--- src/core/dspwm_consts.vh ---
// constants for the dual-slope pwm timer slice
// assumes inclusion by bare name from core/ sources
`ifndef DSPWM_CONSTS_VH
`define DSPWM_CONSTS_VH
// register byte offsets
`define DSPWM_OFF_CTRL 8'h00
`define DSPWM_OFF_COUNT 8'h04
`define DSPWM_OFF_MATCH 8'h08
`define DSPWM_OFF_STATUS 8'h0c
`define DSPWM_OFF_PRESC 8'h10
// control field positions
`define DSPWM_FORCE_BIT 7
`define DSPWM_SHAPE_HI 6
`define DSPWM_PACT_HI 5
`define DSPWM_PACT_LO 4
`define DSPWM_SHAPE_LO 3
`define DSPWM_TSEL_HI 2
`define DSPWM_TSEL_LO 0
// reset values
`define DSPWM_CTRL_RST 8'h00
`define DSPWM_COUNT_RST 8'h00
`define DSPWM_MATCH_RST 8'h00
// encodings
`define DSPWM_SHAPE_NORMAL 2'h0
`define DSPWM_SHAPE_DUAL 2'h1
`define DSPWM_SHAPE_CTC 2'h2
`define DSPWM_SHAPE_FAST 2'h3
`define DSPWM_TSEL_OFF 3'h0
`define DSPWM_TSEL_DIV1 3'h1
`define DSPWM_TSEL_DIV8 3'h2
`define DSPWM_TSEL_DIV64 3'h3
`define DSPWM_TSEL_DIV256 3'h4
`define DSPWM_TSEL_DIV1024 3'h5
`define DSPWM_TSEL_EXT_FALL 3'h6
`define DSPWM_TSEL_EXT_RISE 3'h7
// counts
`define DSPWM_MAX 8'hff
`define DSPWM_BOTTOM 8'h00
`define DSPWM_PRESC_W 10
`define DSPWM_PERIOD_TICKS 510
`endif

--- src/core/dspwm_tick_gen.v ---
// shared free-running prescaler, external pin sync and tick select
// assumes clk_in system clock and synchronous-released reset
`timescale 1ns/10ps
`default_nettype none
`include "dspwm_consts.vh"
module dspwm_tick_gen #(
    parameter PW = `DSPWM_PRESC_W
) (
    // clock and reset
    input wire clk_in,
    input wire rst_n_in,
    input wire ce_in,
    // control
    input wire presc_clr_in,
    input wire [2:0] tsel_in,
    input wire ext_pin_in,
    // outputs
    output reg tick_out,
    output wire [PW-1:0] presc_out
);
    reg [PW-1:0] presc_q;
    reg sync1_q;
    reg sync2_q;
    reg prev_q;
    wire rise;
    wire fall;
    // all divisors share one counter; taps fire on all ones
    always @(posedge clk_in or negedge rst_n_in)
    begin
        if (!rst_n_in)
            presc_q <= {PW{1'b0}};
        else if (ce_in)
            presc_q <= presc_clr_in ? {PW{1'b0}} : presc_q + {{(PW-1){1'b0}}, 1'b1}; // [RULE_15]
    end
    assign presc_out = presc_q;
    // pin sampled each cycle, then edge detected
    always @(posedge clk_in or negedge rst_n_in)
    begin
        if (!rst_n_in)
        begin
            sync1_q <= 1'b0;
            sync2_q <= 1'b0;
            prev_q <= 1'b0;
        end
        else if (ce_in)
        begin
            sync1_q <= ext_pin_in; // [RULE_17]
            sync2_q <= sync1_q;
            prev_q <= sync2_q; // [RULE_16]
        end
    end
    assign rise = sync2_q & ~prev_q;
    assign fall = ~sync2_q & prev_q;
    // tick select; taps fire when low bits of prescaler are all ones
    always @*
    begin
        case (tsel_in)
            `DSPWM_TSEL_DIV1: tick_out = 1'b1; // [RULE_13]
            `DSPWM_TSEL_DIV8: tick_out = &presc_q[2:0]; // [RULE_14]
            `DSPWM_TSEL_DIV64: tick_out = &presc_q[5:0];
            `DSPWM_TSEL_DIV256: tick_out = &presc_q[7:0];
            `DSPWM_TSEL_DIV1024: tick_out = &presc_q[9:0];
            `DSPWM_TSEL_EXT_FALL: tick_out = fall; // [RULE_16]
            `DSPWM_TSEL_EXT_RISE: tick_out = rise;
            default: tick_out = 1'b0;
        endcase
    end
endmodule // dspwm_tick_gen
`default_nettype wire

--- src/core/dspwm_timer.v ---
// 8-bit dual-slope pwm timer slice with ahb-lite register port
// assumes a single ahb-lite master, word accesses, 100 MHz clk_in
//
// Operation
// [RULE_01] wave shape select value 1 selects dual-slope pwm
// [RULE_02] dual-slope counts bottom up to max then down to bottom
// [RULE_03] pin action 2: clear on up match, set on down match
// [RULE_04] pin action 3: set on up match, clear on down match
// [RULE_05] eight-bit resolution; count stays at max for one tick
// [RULE_06] wrap flag set every time counter reaches bottom
// [RULE_07] one period lasts 510 ticks
// [RULE_08] match bottom gives steady low, max steady high, non-inverting
// [RULE_09] leaving max match corrects output to up-match result
// [RULE_10] missed up match still yields its output change
// [RULE_11] software sets pin direction to output for visibility
// [RULE_12] fully synchronous; tick is a one-cycle clock enable
// [RULE_13] tick select 1 advances every system cycle
// [RULE_14] tick selects 2 to 5 divide by 8, 64, 256, 1024
// [RULE_15] prescaler free running, shared, resettable by software
// [RULE_16] external pin synced, edge detected, select 7 rise, 6 fall
// [RULE_17] synchroniser on rising clock; pin to count 2.5 to 3.5 cycles; code takes 2 to 3 cycles
// [RULE_18] external clock half period longer than one system cycle
// [RULE_19] software toggles external input only with pin stable
// [RULE_20] force strobe applies match action now in non-pwm modes; code drops it when a tick or count write falls in the same cycle
// [RULE_21] forced match sets no flag, no ctc clear; reads zero
// [RULE_22] software writes zero force strobe in pwm modes
// [RULE_23] dual-slope match value double buffered, loaded at top
// [RULE_24] match equal top with upper action bit: act at top only
// [RULE_25] reset: count zero, counting up, output low
//
// The AHB-Lite interface to the registers and the register offsets were decided locally.
`timescale 1ns/10ps
`default_nettype none
`include "dspwm_consts.vh"
module dspwm_timer #(
    parameter PW = `DSPWM_PRESC_W
) (
    // clock, reset, enable
    input wire clk_in,
    input wire nrst_in,
    input wire ce_in,
    // ahb-lite slave
    input wire hsel_in,
    input wire [7:0] haddr_in,
    input wire [1:0] htrans_in,
    input wire hwrite_in,
    input wire [2:0] hsize_in,
    input wire [31:0] hwdata_in,
    input wire hready_in,
    output wire [31:0] hrdata_out,
    output wire hreadyout_out,
    output wire hresp_out,
    // pins
    input wire ext_count_pin_in,
    output reg wave_output_out,
    output wire wave_output_en_out,
    output wire timer_tick_out
);
    ////////////////////////////////////////////////////////////////
    // reset release
    reg rst_s1_q;
    reg rst_s2_q;
    always @(posedge clk_in or negedge nrst_in)
    begin
        if (!nrst_in)
        begin
            rst_s1_q <= 1'b0;
            rst_s2_q <= 1'b0;
        end
        else
        begin
            rst_s1_q <= 1'b1;
            rst_s2_q <= rst_s1_q;
        end
    end
    wire rst_n = rst_s2_q;
    ////////////////////////////////////////////////////////////////
    // state
    reg [7:0] ctrl_q;
    reg [7:0] count_q;
    reg [7:0] match_buf_q;
    reg [7:0] match_act_q;
    reg down_q;
    reg wrap_flag_q;
    reg match_flag_q;
    reg block_q;
    reg force_q;
    reg presc_clr_q;
    wire tick;
    wire [PW-1:0] presc;
    wire [1:0] shape = {ctrl_q[`DSPWM_SHAPE_HI], ctrl_q[`DSPWM_SHAPE_LO]};
    wire [1:0] pact = ctrl_q[`DSPWM_PACT_HI:`DSPWM_PACT_LO];
    wire [2:0] tsel = ctrl_q[`DSPWM_TSEL_HI:`DSPWM_TSEL_LO];
    wire dual = (shape == `DSPWM_SHAPE_DUAL); // [RULE_01]
    wire pwm = ctrl_q[`DSPWM_SHAPE_LO];
    ////////////////////////////////////////////////////////////////
    // tick source
    dspwm_tick_gen #(
        .PW(PW)
    ) u_tick (
        .clk_in(clk_in),
        .rst_n_in(rst_n),
        .ce_in(ce_in),
        .presc_clr_in(presc_clr_q),
        .tsel_in(tsel),
        .ext_pin_in(ext_count_pin_in),
        .tick_out(tick),
        .presc_out(presc)
    );
    assign timer_tick_out = tick;
    ////////////////////////////////////////////////////////////////
    // ahb-lite slave, zero wait states
    reg wr_pend_q;
    reg [7:0] addr_q;
    wire acc = hsel_in & htrans_in[1] & hready_in;
    assign hreadyout_out = 1'b1;
    assign hresp_out = 1'b0;
    always @(posedge clk_in or negedge rst_n)
    begin
        if (!rst_n)
        begin
            wr_pend_q <= 1'b0;
            addr_q <= 8'h00;
        end
        else if (ce_in)
        begin
            wr_pend_q <= acc & hwrite_in;
            if (acc)
                addr_q <= haddr_in;
        end
    end
    wire wr_ctrl = wr_pend_q && addr_q == `DSPWM_OFF_CTRL;
    wire wr_count = wr_pend_q && addr_q == `DSPWM_OFF_COUNT;
    wire wr_match = wr_pend_q && addr_q == `DSPWM_OFF_MATCH;
    wire wr_stat = wr_pend_q && addr_q == `DSPWM_OFF_STATUS;
    wire wr_presc = wr_pend_q && addr_q == `DSPWM_OFF_PRESC;
    reg [31:0] rdata;
    always @*
    begin
        case (addr_q)
            `DSPWM_OFF_CTRL: rdata = {24'h000000, 1'b0, ctrl_q[6:0]}; // [RULE_21]
            `DSPWM_OFF_COUNT: rdata = {24'h000000, count_q};
            `DSPWM_OFF_MATCH: rdata = {24'h000000, match_buf_q};
            `DSPWM_OFF_STATUS: rdata = {29'h00000000, down_q, match_flag_q, wrap_flag_q};
            default: rdata = 32'h00000000;
        endcase
    end
    reg [31:0] hrdata_q;
    always @(posedge clk_in or negedge rst_n)
    begin
        if (!rst_n)
            hrdata_q <= 32'h00000000;
        else if (ce_in && acc && !hwrite_in)
            hrdata_q <= 32'h00000000;
    end
    // read data is the live register in the data phase
    assign hrdata_out = rdata | hrdata_q;
    ////////////////////////////////////////////////////////////////
    // control writes and strobes
    always @(posedge clk_in or negedge rst_n)
    begin
        if (!rst_n)
        begin
            ctrl_q <= `DSPWM_CTRL_RST;
            force_q <= 1'b0;
            presc_clr_q <= 1'b0;
            match_buf_q <= `DSPWM_MATCH_RST;
        end
        else if (ce_in)
        begin
            force_q <= wr_ctrl & hwdata_in[`DSPWM_FORCE_BIT] & ~hwdata_in[`DSPWM_SHAPE_LO]; // [RULE_20]
            presc_clr_q <= wr_presc & hwdata_in[0]; // [RULE_15]
            if (wr_ctrl)
                ctrl_q <= {1'b0, hwdata_in[6:0]};
            if (wr_match)
                match_buf_q <= hwdata_in[7:0];
        end
    end
    ////////////////////////////////////////////////////////////////
    // counter and compare
    wire top_val = (shape == `DSPWM_SHAPE_CTC) ? 1'b0 : 1'b0;
    wire at_max = (count_q == `DSPWM_MAX);
    wire at_bot = (count_q == `DSPWM_BOTTOM);
    wire cmp = (count_q == match_act_q) & ~block_q;
    wire ctc_hit = (shape == `DSPWM_SHAPE_CTC) && cmp;
    reg [7:0] count_d;
    reg down_d;
    always @*
    begin
        count_d = count_q;
        down_d = down_q;
        if (dual)
        begin
            if (at_max)
                down_d = 1'b1; // [RULE_05]
            else if (at_bot)
                down_d = 1'b0;
            if (at_max | (down_q & ~at_bot))
                count_d = count_q - 8'h01; // [RULE_02]
            else
                count_d = count_q + 8'h01;
        end
        else
        begin
            down_d = 1'b0;
            count_d = ctc_hit ? 8'h00 : count_q + 8'h01;
        end
        count_d = count_d | {7'h00, top_val};
    end
    // next output level from one match event
    function [0:0] act_lvl;
        input [1:0] pa;
        input dn;
        input cur;
        begin
            case (pa)
                2'h1: act_lvl = ~cur;
                2'h2: act_lvl = dn; // [RULE_03]
                2'h3: act_lvl = ~dn; // [RULE_04]
                default: act_lvl = cur;
            endcase
        end
    endfunction
    wire dual_top_case = dual & pact[1] & (match_act_q == `DSPWM_MAX); // [RULE_24]
    always @(posedge clk_in or negedge rst_n)
    begin
        if (!rst_n)
        begin
            count_q <= `DSPWM_COUNT_RST; // [RULE_25]
            down_q <= 1'b0;
            match_act_q <= `DSPWM_MATCH_RST;
            wave_output_out <= 1'b0;
            wrap_flag_q <= 1'b0;
            match_flag_q <= 1'b0;
            block_q <= 1'b0;
        end
        else if (ce_in)
        begin
            if (!dual && wr_match)
                match_act_q <= hwdata_in[7:0];
            if (wr_count)
            begin
                count_q <= hwdata_in[7:0];
                block_q <= 1'b1;
            end
            else if (tick) // [RULE_12]
            begin
                count_q <= count_d;
                down_q <= down_d;
                block_q <= 1'b0;
                if (dual && at_max)
                    match_act_q <= match_buf_q; // [RULE_23]
                if (dual_top_case && at_max)
                    wave_output_out <= ~pact[0]; // [RULE_08]
                else if (dual && at_max && pact[1])
                    wave_output_out <= act_lvl(pact, 1'b0, wave_output_out); // [RULE_09]
                else if (dual && at_bot && pact[1] && count_q < match_act_q)
                    wave_output_out <= ~pact[0]; // [RULE_08]
                else if (dual && !down_q && count_q > match_act_q && pact[1] && at_bot)
                    wave_output_out <= act_lvl(pact, 1'b0, wave_output_out); // [RULE_10]
                else if (cmp && !dual_top_case && pact != 2'h1 | !pwm)
                    wave_output_out <= act_lvl(pact, (down_q | at_max) & ~at_bot, wave_output_out); // [RULE_07]
                else if (cmp && !pwm)
                    wave_output_out <= act_lvl(pact, 1'b0, wave_output_out);
            end
            else if (force_q)
                wave_output_out <= act_lvl(pact, 1'b0, wave_output_out); // [RULE_20]
            // set wins over clear
            if (tick && !wr_count && dual && count_d == `DSPWM_BOTTOM && down_q)
                wrap_flag_q <= 1'b1; // [RULE_06]
            else if (tick && !wr_count && !dual && at_max)
                wrap_flag_q <= 1'b1;
            else if (wr_stat && hwdata_in[0])
                wrap_flag_q <= 1'b0;
            if (tick && !wr_count && cmp)
                match_flag_q <= 1'b1; // [RULE_21]
            else if (wr_stat && hwdata_in[1])
                match_flag_q <= 1'b0;
        end
    end
    // driver enabled whenever a pin action is selected
    assign wave_output_en_out = |pact;
endmodule // dspwm_timer
`default_nettype wire

--- config.mk ---
export PLATFORM = sky130hd
export DESIGN_NAME = dspwm_timer
export DESIGN_NICKNAME = d
export VERILOG_FILES = /design/src/core/dspwm_tick_gen.v /design/src/core/dspwm_timer.v
export VERILOG_INCLUDE_DIRS = /design/src /design/src/core
export SDC_FILE = /design/constraint.sdc
export NUM_CORES = 1
export LEC_CHECK = 0
export BUFFER_PORTS_ARGS = -buffer_cell sky130_fd_sc_hd__clkbuf_2
export CAP_MARGIN = 10
export CELL_PAD_IN_SITES_DETAIL_PLACEMENT = 0
export CELL_PAD_IN_SITES_GLOBAL_PLACEMENT = 1
export CORE_MARGIN = 4
export CORE_UTILIZATION = 42
export DETAILED_ROUTE_END_ITERATION = 7
export PLACE_DENSITY = 0.81
export SLEW_MARGIN = 40
export SYNTH_ARGS = -nofsm -noshare
export SYNTH_HDL_FRONTEND = slang
export SYNTH_SLANG_ARGS = --single-unit
--- constraint.sdc ---
create_clock -name clk_in -period 2.3 [get_ports clk_in]
set_input_delay 0 -clock clk_in [delete_from_list [all_inputs] [get_ports clk_in]]
set_output_delay 0 -clock clk_in [all_outputs]
set_load 0.01 [all_outputs]
; ---- Word level (Yosys, flattened, before mapping)
; Cells that the tools add are included.
[word_totals]
rom_bits = 0
ramBits = 0
elab_cells = 158
inputBits = 52
mem_count = 0
regBits = 62
output_inout_bits = 37
latchBits = 0
[classes]
add_sub_neg = 3
n_mul = 0
bitwise = 25
n_shift = 0
n_mux = 32
eq_ne = 23
n_reduce_logical = 54
div = 0
order_cmp = 2
[ops]
columns = operator, n
row1 = $mux W8, 9
row2 = $pmux W8 S4, 1
row3 = $logic_and A1 B1 Y1, 29
row4 = $logic_not A8 Y1, 3
row5 = $mux W1, 18
row6 = $eq A8 B4 Y1 const B, 2
row7 = $eq A8 B8 Y1 const B, 2
row8 = $and A1 B1 Y1, 13
row9 = $eq A3 B3 Y1 const B, 4
row10 = $reduce_and A2 Y1, 6
row11 = $add A10 B1 Y10 const B, 1
row12 = $mux W10, 1
row13 = $reduce_and A10 Y1, 1
row14 = $ne A9 B6 Y1 const B, 1
row15 = $not A1 Y1, 9
row16 = $add A8 B1 Y8 const B, 1
row17 = $eq A8 B3 Y1 const B, 1
row18 = $eq A8 B5 Y1 const B, 1
row19 = $eq A8 B8 Y1, 1
row20 = $gt A8 B8 Y1, 1
row21 = $lt A8 B8 Y1, 1
row22 = $reduce_and A8 Y1, 1
row23 = $sub A8 B1 Y8 const B, 1
row24 = $ne A7 B1 Y1 const B, 1
row25 = 17 further kinds, 30

; ---- Depth between registers and ports, before layout
; Gate-level depths: netlist of the first run.
[depth]
depth_word = 12
ltp_mapped = 9
mapped_depth_nobuf = 8

; ---- Hierarchy
; From an unflattened synthesis of the first run, not the netlist that was laid out.
[unflattened]
cells_unflattened = 429
hier_area_um2 = 4105.2
[modules_own_cells]
columns = module, cells_per_inst, seq_area_each_um2, area_each_um2, instances
row1 = dspwm_timer, 357, 1226.2, 3397.0, 1
row2 = dspwm_tick_gen, 72, 325.3, 708.2, 1

; ---- Worst setup path before layout of the first run
; OpenSTA, ideal clock, no wires.
[synth_timing]
path_kind = reg-to-reg
startpoint = register count_q[0]
endpoint = register wave_output_out
arrival_ns = 2.564
required_ns = 2.171
synth_period_minus_slack_ns = 2.693
path_stages_with_launch = 10
setup_time_ns = 0.129
setup_slack_ns = -0.393
path_buffers = 1
path_cell_list = dfrtp_1 -> clkbuf_1 -> inv_1 -> ha_1 -> or3b_2 -> or3_4 -> or4_1 -> and3_1 -> nor4b_2 -> o41ai_1
[synth_between]
elab_chain_len = 11
elab_cells_between_ends = 32
classes_between = order compare: 2 / eq/ne: 4 / mux: 7 / bitwise: 5 / reduce/logical: 14
[synth_rtl]
columns = item, line_no
row1 = "start, declared", dspwm_timer.v:80  ; reg [7:0] count_q;
row2 = "start signal, assigned", dspwm_timer.v:229  ; count_q <= `DSPWM_COUNT_RST;
row3 = "start signal, assigned", dspwm_timer.v:243  ; count_q <= hwdata_in[7:0];
row4 = "start signal, assigned", dspwm_timer.v:248  ; count_q <= count_d;
row5 = $eq A8 B8 Y1 (no line) or $logic_not A8 Y1 (tied branches), -
row6 = $or A1 B1 Y1 or $not A1 Y1 (tied branches), dspwm_timer.v:262  ; wave_output_out <= act_lvl(pact, (down_q | at_max) & ~at_bot, wave_output_out);
row7 = $and A1 B1 Y1, dspwm_timer.v:262
row8 = $not A1 Y1, dspwm_timer.v:219  ; 2'h3: act_lvl = ~dn;
row9 = $pmux W1 S3, dspwm_timer.v:216  ; case (pa)
row10 = $mux W1, dspwm_timer.v:261  ; else if (cmp && !dual_top_case && pact != 2'h1 | !pwm)
row11 = $mux W1, dspwm_timer.v:259  ; else if (dual && !down_q && count_q > match_act_q && pact[1] && at_bot)
row12 = $mux W1, dspwm_timer.v:257  ; else if (dual && at_bot && pact[1] && count_q < match_act_q)
row13 = $mux W1, dspwm_timer.v:255  ; else if (dual && at_max && pact[1])
row14 = $mux W1, dspwm_timer.v:253  ; if (dual_top_case && at_max)
row15 = $mux W1, dspwm_timer.v:246  ; else if (tick)
row16 = "end signal, assigned", dspwm_timer.v:254  ; wave_output_out <= ~pact[0];
row17 = "end signal, assigned", dspwm_timer.v:256  ; wave_output_out <= act_lvl(pact, 1'b0, wave_output_out);
row18 = "end signal, assigned", dspwm_timer.v:258  ; wave_output_out <= ~pact[0];
row19 = "end, declared", dspwm_timer.v:55  ; output reg wave_output_out,
; Parallel ways exist; a longest one is shown, timed or not.
; A chain may end at the register's enable or synchronous reset.

; ---- Worst setup path after layout of the first run
[layout_timing]
startpoint = register count_q[2]
endpoint = register wave_output_out
; The elaborated chain is that of the path after synthesis.

==> impl_metrics.csv, run 1 <==
group,metric,value,unit
critical_path,crit_chain,"or4_4, or3_4, or4_1, and3_1, nor4b_2, o41ai_1",
grt,grt_max_degree,34,
floorplanning,start_util,43.9,%
critical_path,worstSetupPathType,"reg2reg",
floorplanning,core,9420,um^2
floorplanning,die_x,107,um
logic_synthesis,ys_ff_latch,62,
logic_synthesis,synthFlopType,"dfrtp_1",
critical_path,ff2ff_setup_slack,-0.20,ns
final_layout,multi_input_area,2520,um^2
grt,grt_antenna_before_repair,1,
critical_path,crit_fanout,4,
logic_synthesis,yosys_warnings,0,
logic_synthesis,ys_seq_area_share,37.5,%
critical_path,reg2reg_depth,6,
critical_path,critPathCaptureType,"flip-flop",
timing,fin_worst_skew,0.0133,ns
critical_path,crit_family,"simple AND/OR/NAND/NOR gates",
critical_path,slowest_stage,"or4_4",
critical_path,slowest_delay,0.55,ns
floorplanning,die_h,107,um
placement,hpwl,9490,um
run_status,failed_checks,"negative setup slack",
final_layout,layout.cells.non_filler,701,
final_layout,fin_nets,637,
placement,dp_slack,-0.191,ns
clocking,cts_buffer_depth,2,
drt,antenna_left,0,
timing,setup_viol,6,
timing,slew_headroom,54.1,%
timing,hold_viol,0,
critical_path,required,2.53,ns
clocking,cts_tree,"yes",
logic_synthesis,syn_avg_cell_area,9.37,um^2
logic_synthesis,synth_edf_count,0,
clocking,clock_latency,0.35,ns
timing,tns,-0.405,ns
critical_path,rr_startpoint,"count_q[2]",
clocking,path_clk_slew,0.09,ns
logic_synthesis,synth.distinct_cells,71,
timing,fmax,0.400,GHz
flow_run,maxCapViolations,0,
final_layout,layout-drive-gt1-share,35.5,%
timing,fin_crit_sh,109,%
critical_path,r2r-end,"wave_output_out",
critical_path,critPathLaunch,"count_q[2]",
critical_path,crit_buf_inv,0,
drt,drt-wirelength-per-cell,18.4,um
logic_synthesis,synthArstFlopShare,100,%
timing,maxSlewViolCount,0,
power_and_ir_drop,powerDensity,698,nW/um^2
drt,drt_pre_antenna_iters,6,
critical_path,crit_end,"wave_output_out",
placement,placed_area,4910,um^2
final_layout,area_growth,32.8,%
drt,vias_per_cell,5.72,
placement,dp.cells,665,
timing,timing.final.crit_period,2.50,ns
timing,layout_setup_ws,-0.199,ns
drt,drcViolationCount,0,
drt,drt-total-wl,12900,um
final_layout,seq_area,1560,um^2
grt,first_global_vias,4014,
grt,grt_overflow,0,
power_and_ir_drop,peakVddDrop,0.496,mV
final_layout,final_area,5490,um^2
run_status,status,"finished, violations left",
placement,io_buffers,34,
drt,dr_total_vias,4012,
clocking,cts_max_level,3,
placement,gp_congestion,0.936,
timing,rsz0062_at_grt,"true",
power_and_ir_drop,leakage,0.00250,uW
floorplanning,io_pins,89,
final_layout,num-fill-cells,811,
clocking,clock-root-buffer,"clkbuf_8",
floorplanning,num_rows,35,
final_layout,fin_util,58.3,%
logic_synthesis,syn_area,4130,um^2
floorplanning,die_area,11500,um^2
critical_path,cp_num_cells,6,
worst_hold_path,hp-class,"in2reg",
critical_path,cp.arrival,2.73,ns
grt,grtUsageTotal,22.2,%
logic_synthesis,synthCells,441,
clocking,clock-sinks,62,
drt,drt_iter0_drc,337,
clocking,cts_buffers,9,
timing,tightest_slew,0.688,ns
grt,grt_first_pass_wirelength,20200,um
critical_path,start_kind,"flip-flop",
final_layout,diodes,0,
[metrics by stage]
step | power [uW] | hold slack, ns
finish | 3830 | 0.0219
global route | 4040 | 0.0171
CTS | 3710 | 0.00395
detailed placement | 2760 | -0.212
global placement | 2730 | -0.214
floorplan | 2220 | -0.296
[layout by cell type, fill, tap and decap left out, types with 4 or more instances in the layout]
cell	n
buf_4	83
dfrtp_1	57
clkbuf_2	34
nand2_1	27
conb_1	27
nor2_1	26
mux2_2	24
inv_1	19
a21oi_1	18
dlygate4sd3_1	18
o21ai_0	16
nand4_1	13
nand3_1	12
o22ai_1	12
ha_1	12
nor3_1	10
clkbuf_8	9
a2bb2oi_1	8
nor2b_1	7
nand2b_1	6
or3_1	6
mux2i_1	6
a211oi_1	6
ha_4	6
and3_1	5
dfrtp_2	5
and2_1	4
o2bb2ai_1	4
inv_6	4
[registers in the layout, indices dropped and copies added (netlist names)]
name and flops:
wave_output_out 1, wrap_flag_q 1, u_tick.sync2_q 1, rst_n 1
wr_pend_q 1, rst_s1_q 1, match_buf_q 8, presc_clr_q 1
match_act_q 8, addr_q 8, force_q 1, u_tick.prev_q 1
u_tick.presc_out 10, count_q 8, u_tick.sync1_q 1, down_q 1
block_q 1, match_flag_q 1, ctrl_q 7
[routing by layer]
metal / vias to the layer above / wire length (um) / global-route usage (%)
met1: 1958 / 5480 / 30.0
li1: 1845 / - / -
met3: 38 / 931 / 3.85
met5: - / 13 / 0
met2: 169 / 6100 / 35.8
met4: 2 / 349 / 7.67
[cell families after synthesis]
family | count (synthesis) | synth area share (%)
other | 2 | 0.182
buffers and inverters | 66 | 8.57
XOR/XNOR | 5 | 1.06
multiplexers | 33 | 9.63
adder cells (fa/ha/maj) | 18 | 5.45
flip-flops | 62 | 37.5
AND/OR/NAND/NOR | 147 | 19.3
AO/OA/AOI/OAI | 108 | 18.3
[area by class of cell]
| cell class | instances | area share, % |
|---|---|---|
| repair buffers | 136 | 18.1 |
| inverters | 20 | 1.41 |
| clock buffers | 9 | 2.26 |
| well taps | 129 | 2.94 |
| multi-input cells | 338 | 45.9 |
| flip-flops and latches | 62 | 28.4 |
| clock inverters | 7 | 1.03 |
[power breakdown]
group	total (uW)	switching, uW	internal (uW)
combinational	1490	742	748
sequential	1420	179	1250
clock	916	510	406
total	3830	1430	2400
[cell usage after synthesis, drive strengths merged (12+ instances only)]
master   n  share of area, %
ha      18               5.4
o22ai   12               1.8
nand4   13               2.0
o21ai   19               2.3
clkbuf  12               1.1
mux2    24               6.5
inv     20               1.8
nand3   13               1.6
dfrtp   62                38
a21oi   20               2.4
nand2   29               2.6
nor2    26               2.4
nor3    14               1.9
buf     34               5.6
[how the worst min path moves through the flow]
stage	cells past startpoint	endpoint	slack, ns	start
detailed placement	1	rst_s1_q	-0.21	nrst_in
floorplan	0	rst_n	-0.30	nrst_in
finish	2	ctrl_q[6]	0.02	hwdata_in[6]
CTS	2	ctrl_q[6]	0.004	hwdata_in[6]
global placement	1	rst_s1_q	-0.21	nrst_in
global route	2	ctrl_q[6]	0.02	hwdata_in[6]
[what timing repair did]
action / CTS / global route
hold buffers: 18 / 0
setup buffers: 0 / 2
pin swaps: 1 / 7
hold endpoints to repair: 23 / 0
setup endpoints to repair: 6 / 24
gates resized for setup: 3 / 32
Note: power is estimated with default switching activity, not from simulation.
==> run 2: changes to the inputs <==
--- a/config.mk
+++ b/config.mk
@@ -11,10 +11,12 @@
 export CELL_PAD_IN_SITES_DETAIL_PLACEMENT = 0
 export CELL_PAD_IN_SITES_GLOBAL_PLACEMENT = 1
 export CORE_MARGIN = 4
-export CORE_UTILIZATION = 42
+export CORE_UTILIZATION = 43
+export CTS_BUF_LIST = sky130_fd_sc_hd__clkbuf_8
 export DETAILED_ROUTE_END_ITERATION = 7
-export PLACE_DENSITY = 0.81
+export PLACE_DENSITY = 0.83
 export SLEW_MARGIN = 40
 export SYNTH_ARGS = -nofsm -noshare
 export SYNTH_HDL_FRONTEND = slang
+export SYNTH_HIERARCHICAL = 1
 export SYNTH_SLANG_ARGS = --single-unit
==> run 2 against run 1 <==
Net effect:
- the flow still finishes with violations (negative setup slack)
- non-clock buffer count fell by 6
- clock power grew 11%
- sequential power is 6% higher
- total power is 18% higher
- largest cell class unchanged
==> impl_metrics.csv, run 2 <==
group,metric,value,unit
final_layout,diodes,0,
grt,first_global_vias,3698,
power_and_ir_drop,combPwrFrac,44.2,%
floorplanning,io_pins,89,
drt,antenna_left,0,
logic_synthesis,synthTopCellsByArea,"dfrtp_1, mux2_2, ha_1",
logic_synthesis,synthArstFlopShare,100,%
worst_hold_path,whs_endpoint,"ctrl_q[1]",
power_and_ir_drop,peakVddDrop,0.788,mV
clocking,cts_buffer_depth,2,
run_status,failed_checks,"negative setup slack",
floorplanning,start_util,44.2,%
floorplanning,core,9280,um^2
logic_synthesis,synth_most_common_cell,"dfrtp_1",
placement,hpwl,8880,um
power_and_ir_drop,sw_frac_of_total,38.0,%
timing,fin_worst_skew,0.0115,ns
timing,rsz0062_at_grt,"true",
floorplanning,die_h,106,um
floorplanning,die_x,106,um
drt,drt-wirelength-per-cell,17.8,um
power_and_ir_drop,p_int,2810,uW
critical_path,crit_chain,"ha_4, nand4_1, or2_4, nor4b_4, buf_4, a211oi_1, nor2_2, o211ai_1, o31ai_2",
logic_synthesis,syn_avg_cell_area,9.57,um^2
clocking,clock_latency,0.35,ns
final_layout,num-fill-cells,776,
timing,slew_headroom,62.9,%
timing,timing.final.crit_period,2.44,ns
logic_synthesis,synthFlopType,"dfrtp_1",
placement,gp_congestion,0.971,
final_layout,largest_register_ff_count,10,
critical_path,reg2reg_depth,9,
timing,tightest_slew,0.551,ns
placement,placed_area,4790,um^2
drt,vias_per_cell,5.54,
critical_path,rr_startpoint,"count_q[5]",
timing,fmax,0.411,GHz
power_and_ir_drop,power_frac_seq,33.3,%
worst_hold_path,hp-class,"in2reg",
power_and_ir_drop,powerDensity,821,nW/um^2
clocking,clock-sinks,62,
critical_path,ff2ff_setup_slack,-0.14,ns
critical_path,worstSetupPathType,"reg2reg",
floorplanning,num_rows,35,
critical_path,required,2.56,ns
logic_synthesis,syn_area,4110,um^2
logic_synthesis,synth.distinct_cells,70,
logic_synthesis,synth_common_cells,"dfrtp_1, nor2_1, nand2_1",
flow_run,maxCapViolations,0,
final_layout,layout-drive-gt1-share,39.8,%
clocking,cts_buffers,9,
drt,drt_iter0_drc,296,
critical_path,slowest_stage,"dfrtp_1",
logic_synthesis,synth_edf_count,0,
power_and_ir_drop,switchingPower,1720,uW
logic_synthesis,ys_ff_latch,62,
timing,hold_slack,0.0259,ns
final_layout,final_area,5510,um^2
power_and_ir_drop,leakage,0.00248,uW
timing,maxSlewViolCount,0,
clocking,cts_max_level,3,
worst_hold_path,worstHoldPathCells,2,
critical_path,crit_family,"simple AND/OR/NAND/NOR gates",
grt,grt_max_degree,29,
critical_path,critPathCaptureType,"flip-flop",
floorplanning,die_area,11200,um^2
grt,grt_antenna_before_repair,0,
critical_path,r2r-end,"wrap_flag_q",
critical_path,slowest_delay,0.42,ns
grt,grt_first_pass_wirelength,19000,um
critical_path,crit_fanout,4,
timing,layout_setup_ws,-0.136,ns
critical_path,start_kind,"flip-flop",
power_and_ir_drop,p_clk_share,22.5,%
logic_synthesis,yosys_warnings,6,
drt,drt-total-wl,12300,um
logic_synthesis,synth_top_cell_area_share,37.8,%
clocking,path_clk_slew,0.08,ns
drt,drcViolationCount,0,
drt,dr_total_vias,3807,
timing,fin_crit_sh,106,%
clocking,clock-root-buffer,"clkbuf_8",
placement,dp.cells,636,
logic_synthesis,synthCells,429,
placement,dp_slack,-0.122,ns
run_status,status,"finished, violations left",
final_layout,final_common_cell,"buf_4",
power_and_ir_drop,total_power,4530,uW
final_layout,area_growth,34.3,%
placement,io_buffers,34,
grt,grt_overflow,0,
final_layout,layout.cells.non_filler,687,
final_layout,mostFrequentLayoutCells,"buf_4, dfrtp_1, clkbuf_2",
timing,hold_viol,0,
grt,grtUsageTotal,21.7,%
critical_path,crit_buf_inv,1,
logic_synthesis,ys_seq_area_share,37.8,%
final_layout,fin_nets,623,
critical_path,cp.arrival,2.70,ns
clocking,cts_tree,"yes",
drt,drt_pre_antenna_iters,5,
worst_hold_path,hp-start,"hwdata_in[1]",
logic_synthesis,synth_top_area_cell,"dfrtp_1",
timing,setup_viol,3,
## run 2: changes by cell type after synthesis, sizes merged, moves of 4 or more
cell and delta:
nor3 -5, a211oi -5, a2bb2oi -7, or3 -6
clkbuf -7, nor2 +5, a22o +4, a21oi +8
o21ai +7
## run 2: final cells by class
class	instances	area (um^2)	area share [%]
Inverter	21	78.8	1.43
Sequential cell	62	1560	28.2
Clock buffer	9	124	2.25
Tap cell	129	161	2.93
Clock inverter	7	80.1	1.45
Timing Repair Buffer	130	943	17.1
Multi-Input combinational cell	329	2570	46.6
## run 2: power by group through the flow
| stage | combinational [uW] | clock, uW | sequential [uW] |
|---|---|---|---|
| after floorplan | 1080 | 0 | 1480 |
| after global placement | 1650 | 0 | 1480 |
| after detailed placement | 1680 | 0 | 1500 |
| after CTS | 1780 | 1010 | 1480 |
| after global routing | 2170 | 1070 | 1540 |
| final | 2000 | 1020 | 1510 |
## run 2: worst max-delay path by stage
stage | endpoint | slack (ns) | depth (start not counted) | start
after floorplan | match_act_q[0] | 0.008 | 11 | u_tick/presc_out[0]
final | wrap_flag_q | -0.14 | 9 | count_q[5]
after global routing | wrap_flag_q | -0.23 | 9 | count_q[4]
after detailed placement | wrap_flag_q | -0.12 | 9 | match_act_q[7]
after global placement | wrap_flag_q | -0.09 | 8 | count_q[5]
after CTS | wrap_flag_q | -0.1 | 8 | count_q[7]
## run 2: per-layer routing
metal	wire, um	vias up	track usage, %
li1	-	1773	-
met1	5150	1836	29.4
met2	5910	170	35.2
met3	908	28	3.67
met4	281	0	7.22
met5	0	-	0
## run 2: metrics by stage
| step | util (%) | setup TNS [ns] |
|---|---|---|
| after floorplan | - | 0 |
| after global routing | 59.4 | -1.40 |
| after detailed placement | 51.6 | -0.215 |
| after CTS | 56.4 | -0.0960 |
| after global placement | 51.6 | -0.120 |
| final | 59.4 | -0.344 |
## run 2: cell families after synthesis
group / count (synthesis) / synth area share [%]
flip-flops: 62 / 37.8
AND/OR/NAND/NOR: 135 / 18.0
multiplexers: 37 / 10.8
adder cells (fa/ha/maj): 18 / 5.49
buffers and inverters: 63 / 9.17
XOR/XNOR: 5 / 1.07
AO/OA/AOI/OAI: 107 / 17.4
other: 2 / 0.183
## run 2: worst reg2reg max path, stage by stage (launching register included)
cell and delay, ns:
dfrtp_1 0.42, ha_4 0.28, nand4_1 0.21, or2_4 0.31, nor4b_4 0.30, buf_4 0.19, a211oi_1 0.06, nor2_2 0.19
o211ai_1 0.15, o31ai_2 0.24
## run 2: timing repair
item | CTS | global route
hold buffers | 18 | 0
setup endpoints to repair | 4 | 30
endpoints found under the hold margin | 25 | 0
pin swaps | 6 | 22
resized for setup | 8 | 39
buffers inserted | 5 | 12
==> run 3: changes to the inputs <==
==> constraint.sdc (replaced) <==
create_clock -name clk_in -period 2.3 [get_ports clk_in]
set_input_delay 0.345 -clock clk_in [delete_from_list [all_inputs] [get_ports clk_in]]
set_output_delay 0.345 -clock clk_in [all_outputs]
set_load 0.01 [all_outputs]
==> run 3 against run 2 <==
Net effect:
- the flow still finishes with violations (negative setup slack)
- utilization fell by 0.53 points
- combinational power barely moved
- final area fell by 0.89%
- clock power fell by 5%
- critical path type unchanged
- critical endpoint unchanged
- largest power group unchanged
==> impl_metrics.csv, run 3 (synthesized netlist as in run 2, its figures left out) <==
group,metric,value,unit
run_status,status,"finished, violations left",
run_status,failed_checks,"negative setup slack",
clocking,cts_tree,"yes",
timing,fin_crit_sh,105,%
timing,tns,-0.272,ns
final_layout,num-fill-cells,841,
timing,layout_setup_ws,-0.107,ns
grt,grt_max_degree,34,
clocking,clock-sinks,62,
drt,antenna_left,0,
floorplanning,core,9280,um^2
final_layout,layout-drive-gt1-share,42.4,%
clocking,clock-root-buffer,"clkbuf_8",
critical_path,start_kind,"flip-flop",
grt,grtUsageTotal,20.9,%
worst_hold_path,hp-class,"in2reg",
final_layout,mostFrequentLayoutCells,"buf_4, dfrtp_1, conb_1",
timing,setup_viol,5,
placement,hpwl,8540,um
timing,rsz0062_at_grt,"true",
timing,maxSlewViolCount,0,
flow_run,maxCapViolations,0,
final_layout,area_growth,33.1,%
final_layout,fin_util,58.9,%
placement,gp_congestion,0.942,
drt,drt_iter0_drc,267,
floorplanning,die_h,106,um
clocking,clock_latency,0.35,ns
clocking,cts_buffer_depth,2,
drt,drcViolationCount,0,
power_and_ir_drop,peakVddDrop,0.585,mV
timing,hold_viol,0,
floorplanning,num_rows,35,
clocking,cts_buffers,9,
final_layout,fin_nets,610,
clocking,cts_max_level,3,
timing,slew_headroom,63.0,%
grt,grt_antenna_before_repair,0,
clocking,path_clk_slew,0.08,ns
placement,io_buffers,34,
floorplanning,start_util,44.2,%
grt,grt_first_pass_wirelength,18600,um
timing,fmax,0.415,GHz
timing,tightest_slew,0.550,ns
drt,drt-total-wl,11700,um
timing,timing.final.crit_period,2.41,ns
critical_path,worstSetupPathType,"reg2reg",
power_and_ir_drop,leakage,0.00245,uW
drt,dr_total_vias,3748,
drt,vias_per_cell,5.56,
floorplanning,die_x,106,um
final_layout,diodes,0,
floorplanning,die_area,11200,um^2
timing,fin_worst_skew,0.00905,ns
critical_path,critPathCaptureType,"flip-flop",
critical_path,required,2.56,ns
grt,grt_overflow,0,
drt,drt-wirelength-per-cell,17.4,um
critical_path,crit_fanout,3,
power_and_ir_drop,powerDensity,822,nW/um^2
floorplanning,io_pins,89,
final_layout,final_common_cell,"buf_4",
critical_path,cp.arrival,2.66,ns
grt,first_global_vias,3715,
final_layout,largest_register_ff_count,10,
drt,drt_pre_antenna_iters,4,
-- run 3: changes by cell type in the layout (fill, tap and decap cells not counted), sizes merged --
cell and delta:
inv -2, clkbuf -8, buf +12, dlygate4sd3 -17, clkinv +2
-- run 3: final timing paths --
| path | slack (ns) | endpoint | start | cells past startpoint |
|---|---|---|---|---|
| worst max-delay path | -0.11 | wrap_flag_q | count_q[7] | 10 |
| worst min-delay path | 0.23 | wr_pend_q | hwrite_in | 3 |
| worst max register to register | -0.11 | wrap_flag_q | count_q[7] | 10 |
| worst min register to register | 0.29 | addr_q[5] | rst_n | 0 |
| max in group asynchronous | 1.50 | ctrl_q[1] | rst_n | 1 |
| min in group asynchronous | 0.29 | addr_q[5] | rst_n | 0 |
-- run 3: layout make-up --
class | count | area [um^2] | area share [%]
inverter | 21 | 78.8 | 1.44
multi-input combinational | 329 | 2600 | 47.5
timing repair buffer | 117 | 872 | 16.0
tap | 129 | 161 | 2.95
clock inverter | 7 | 73.8 | 1.35
sequential | 62 | 1560 | 28.5
clock buffer | 9 | 124 | 2.27
-- run 3: power by group --
part	total [uW]	internal, uW	switching (uW)
sequential	1520	1290	237
clock	966	503	463
combinational	2000	1010	994
-- run 3: per-layer routing --
metal	global-route usage, %	wire length (um)	vias up
met2	35.0	5690	142
met5	0	0	-
met3	3.92	718	26
met1	27.5	5080	1835
met4	6.01	260	0
li1	-	-	1745
-- run 3: metrics by stage --
stage	area (um^2)	hold WS [ns]	worst slack [ns]	power [uW]	cells
floorplan	4300	0.0494	0.00791	2560	454
global placement	4830	0.132	-0.116	3140	638
detailed placement	4830	0.135	-0.169	3190	638
CTS	5150	0.222	-0.0474	4280	662
global route	5470	0.224	-0.262	4780	674
finish	5470	0.225	-0.107	4490	674
-- run 3: timing repair --
item,4_1_cts,5_1_grt
hold endpoints to repair,2,0
setup endpoints to repair,12,40
pin swaps,16,36
resized for setup,13,63
cloned,0,0
hold buffers,1,0
setup buffers,8,15
-- run 3: critical path: stages, from the launching register on --
cell      delay, ns
dfrtp_2        0.43
ha_4           0.27
nand4_1        0.16
buf_4          0.20
nor3_4         0.17
nand3b_1       0.15
buf_4          0.18
and3_4         0.15
o32ai_4        0.11
a21bo_2        0.26
o31ai_2        0.23
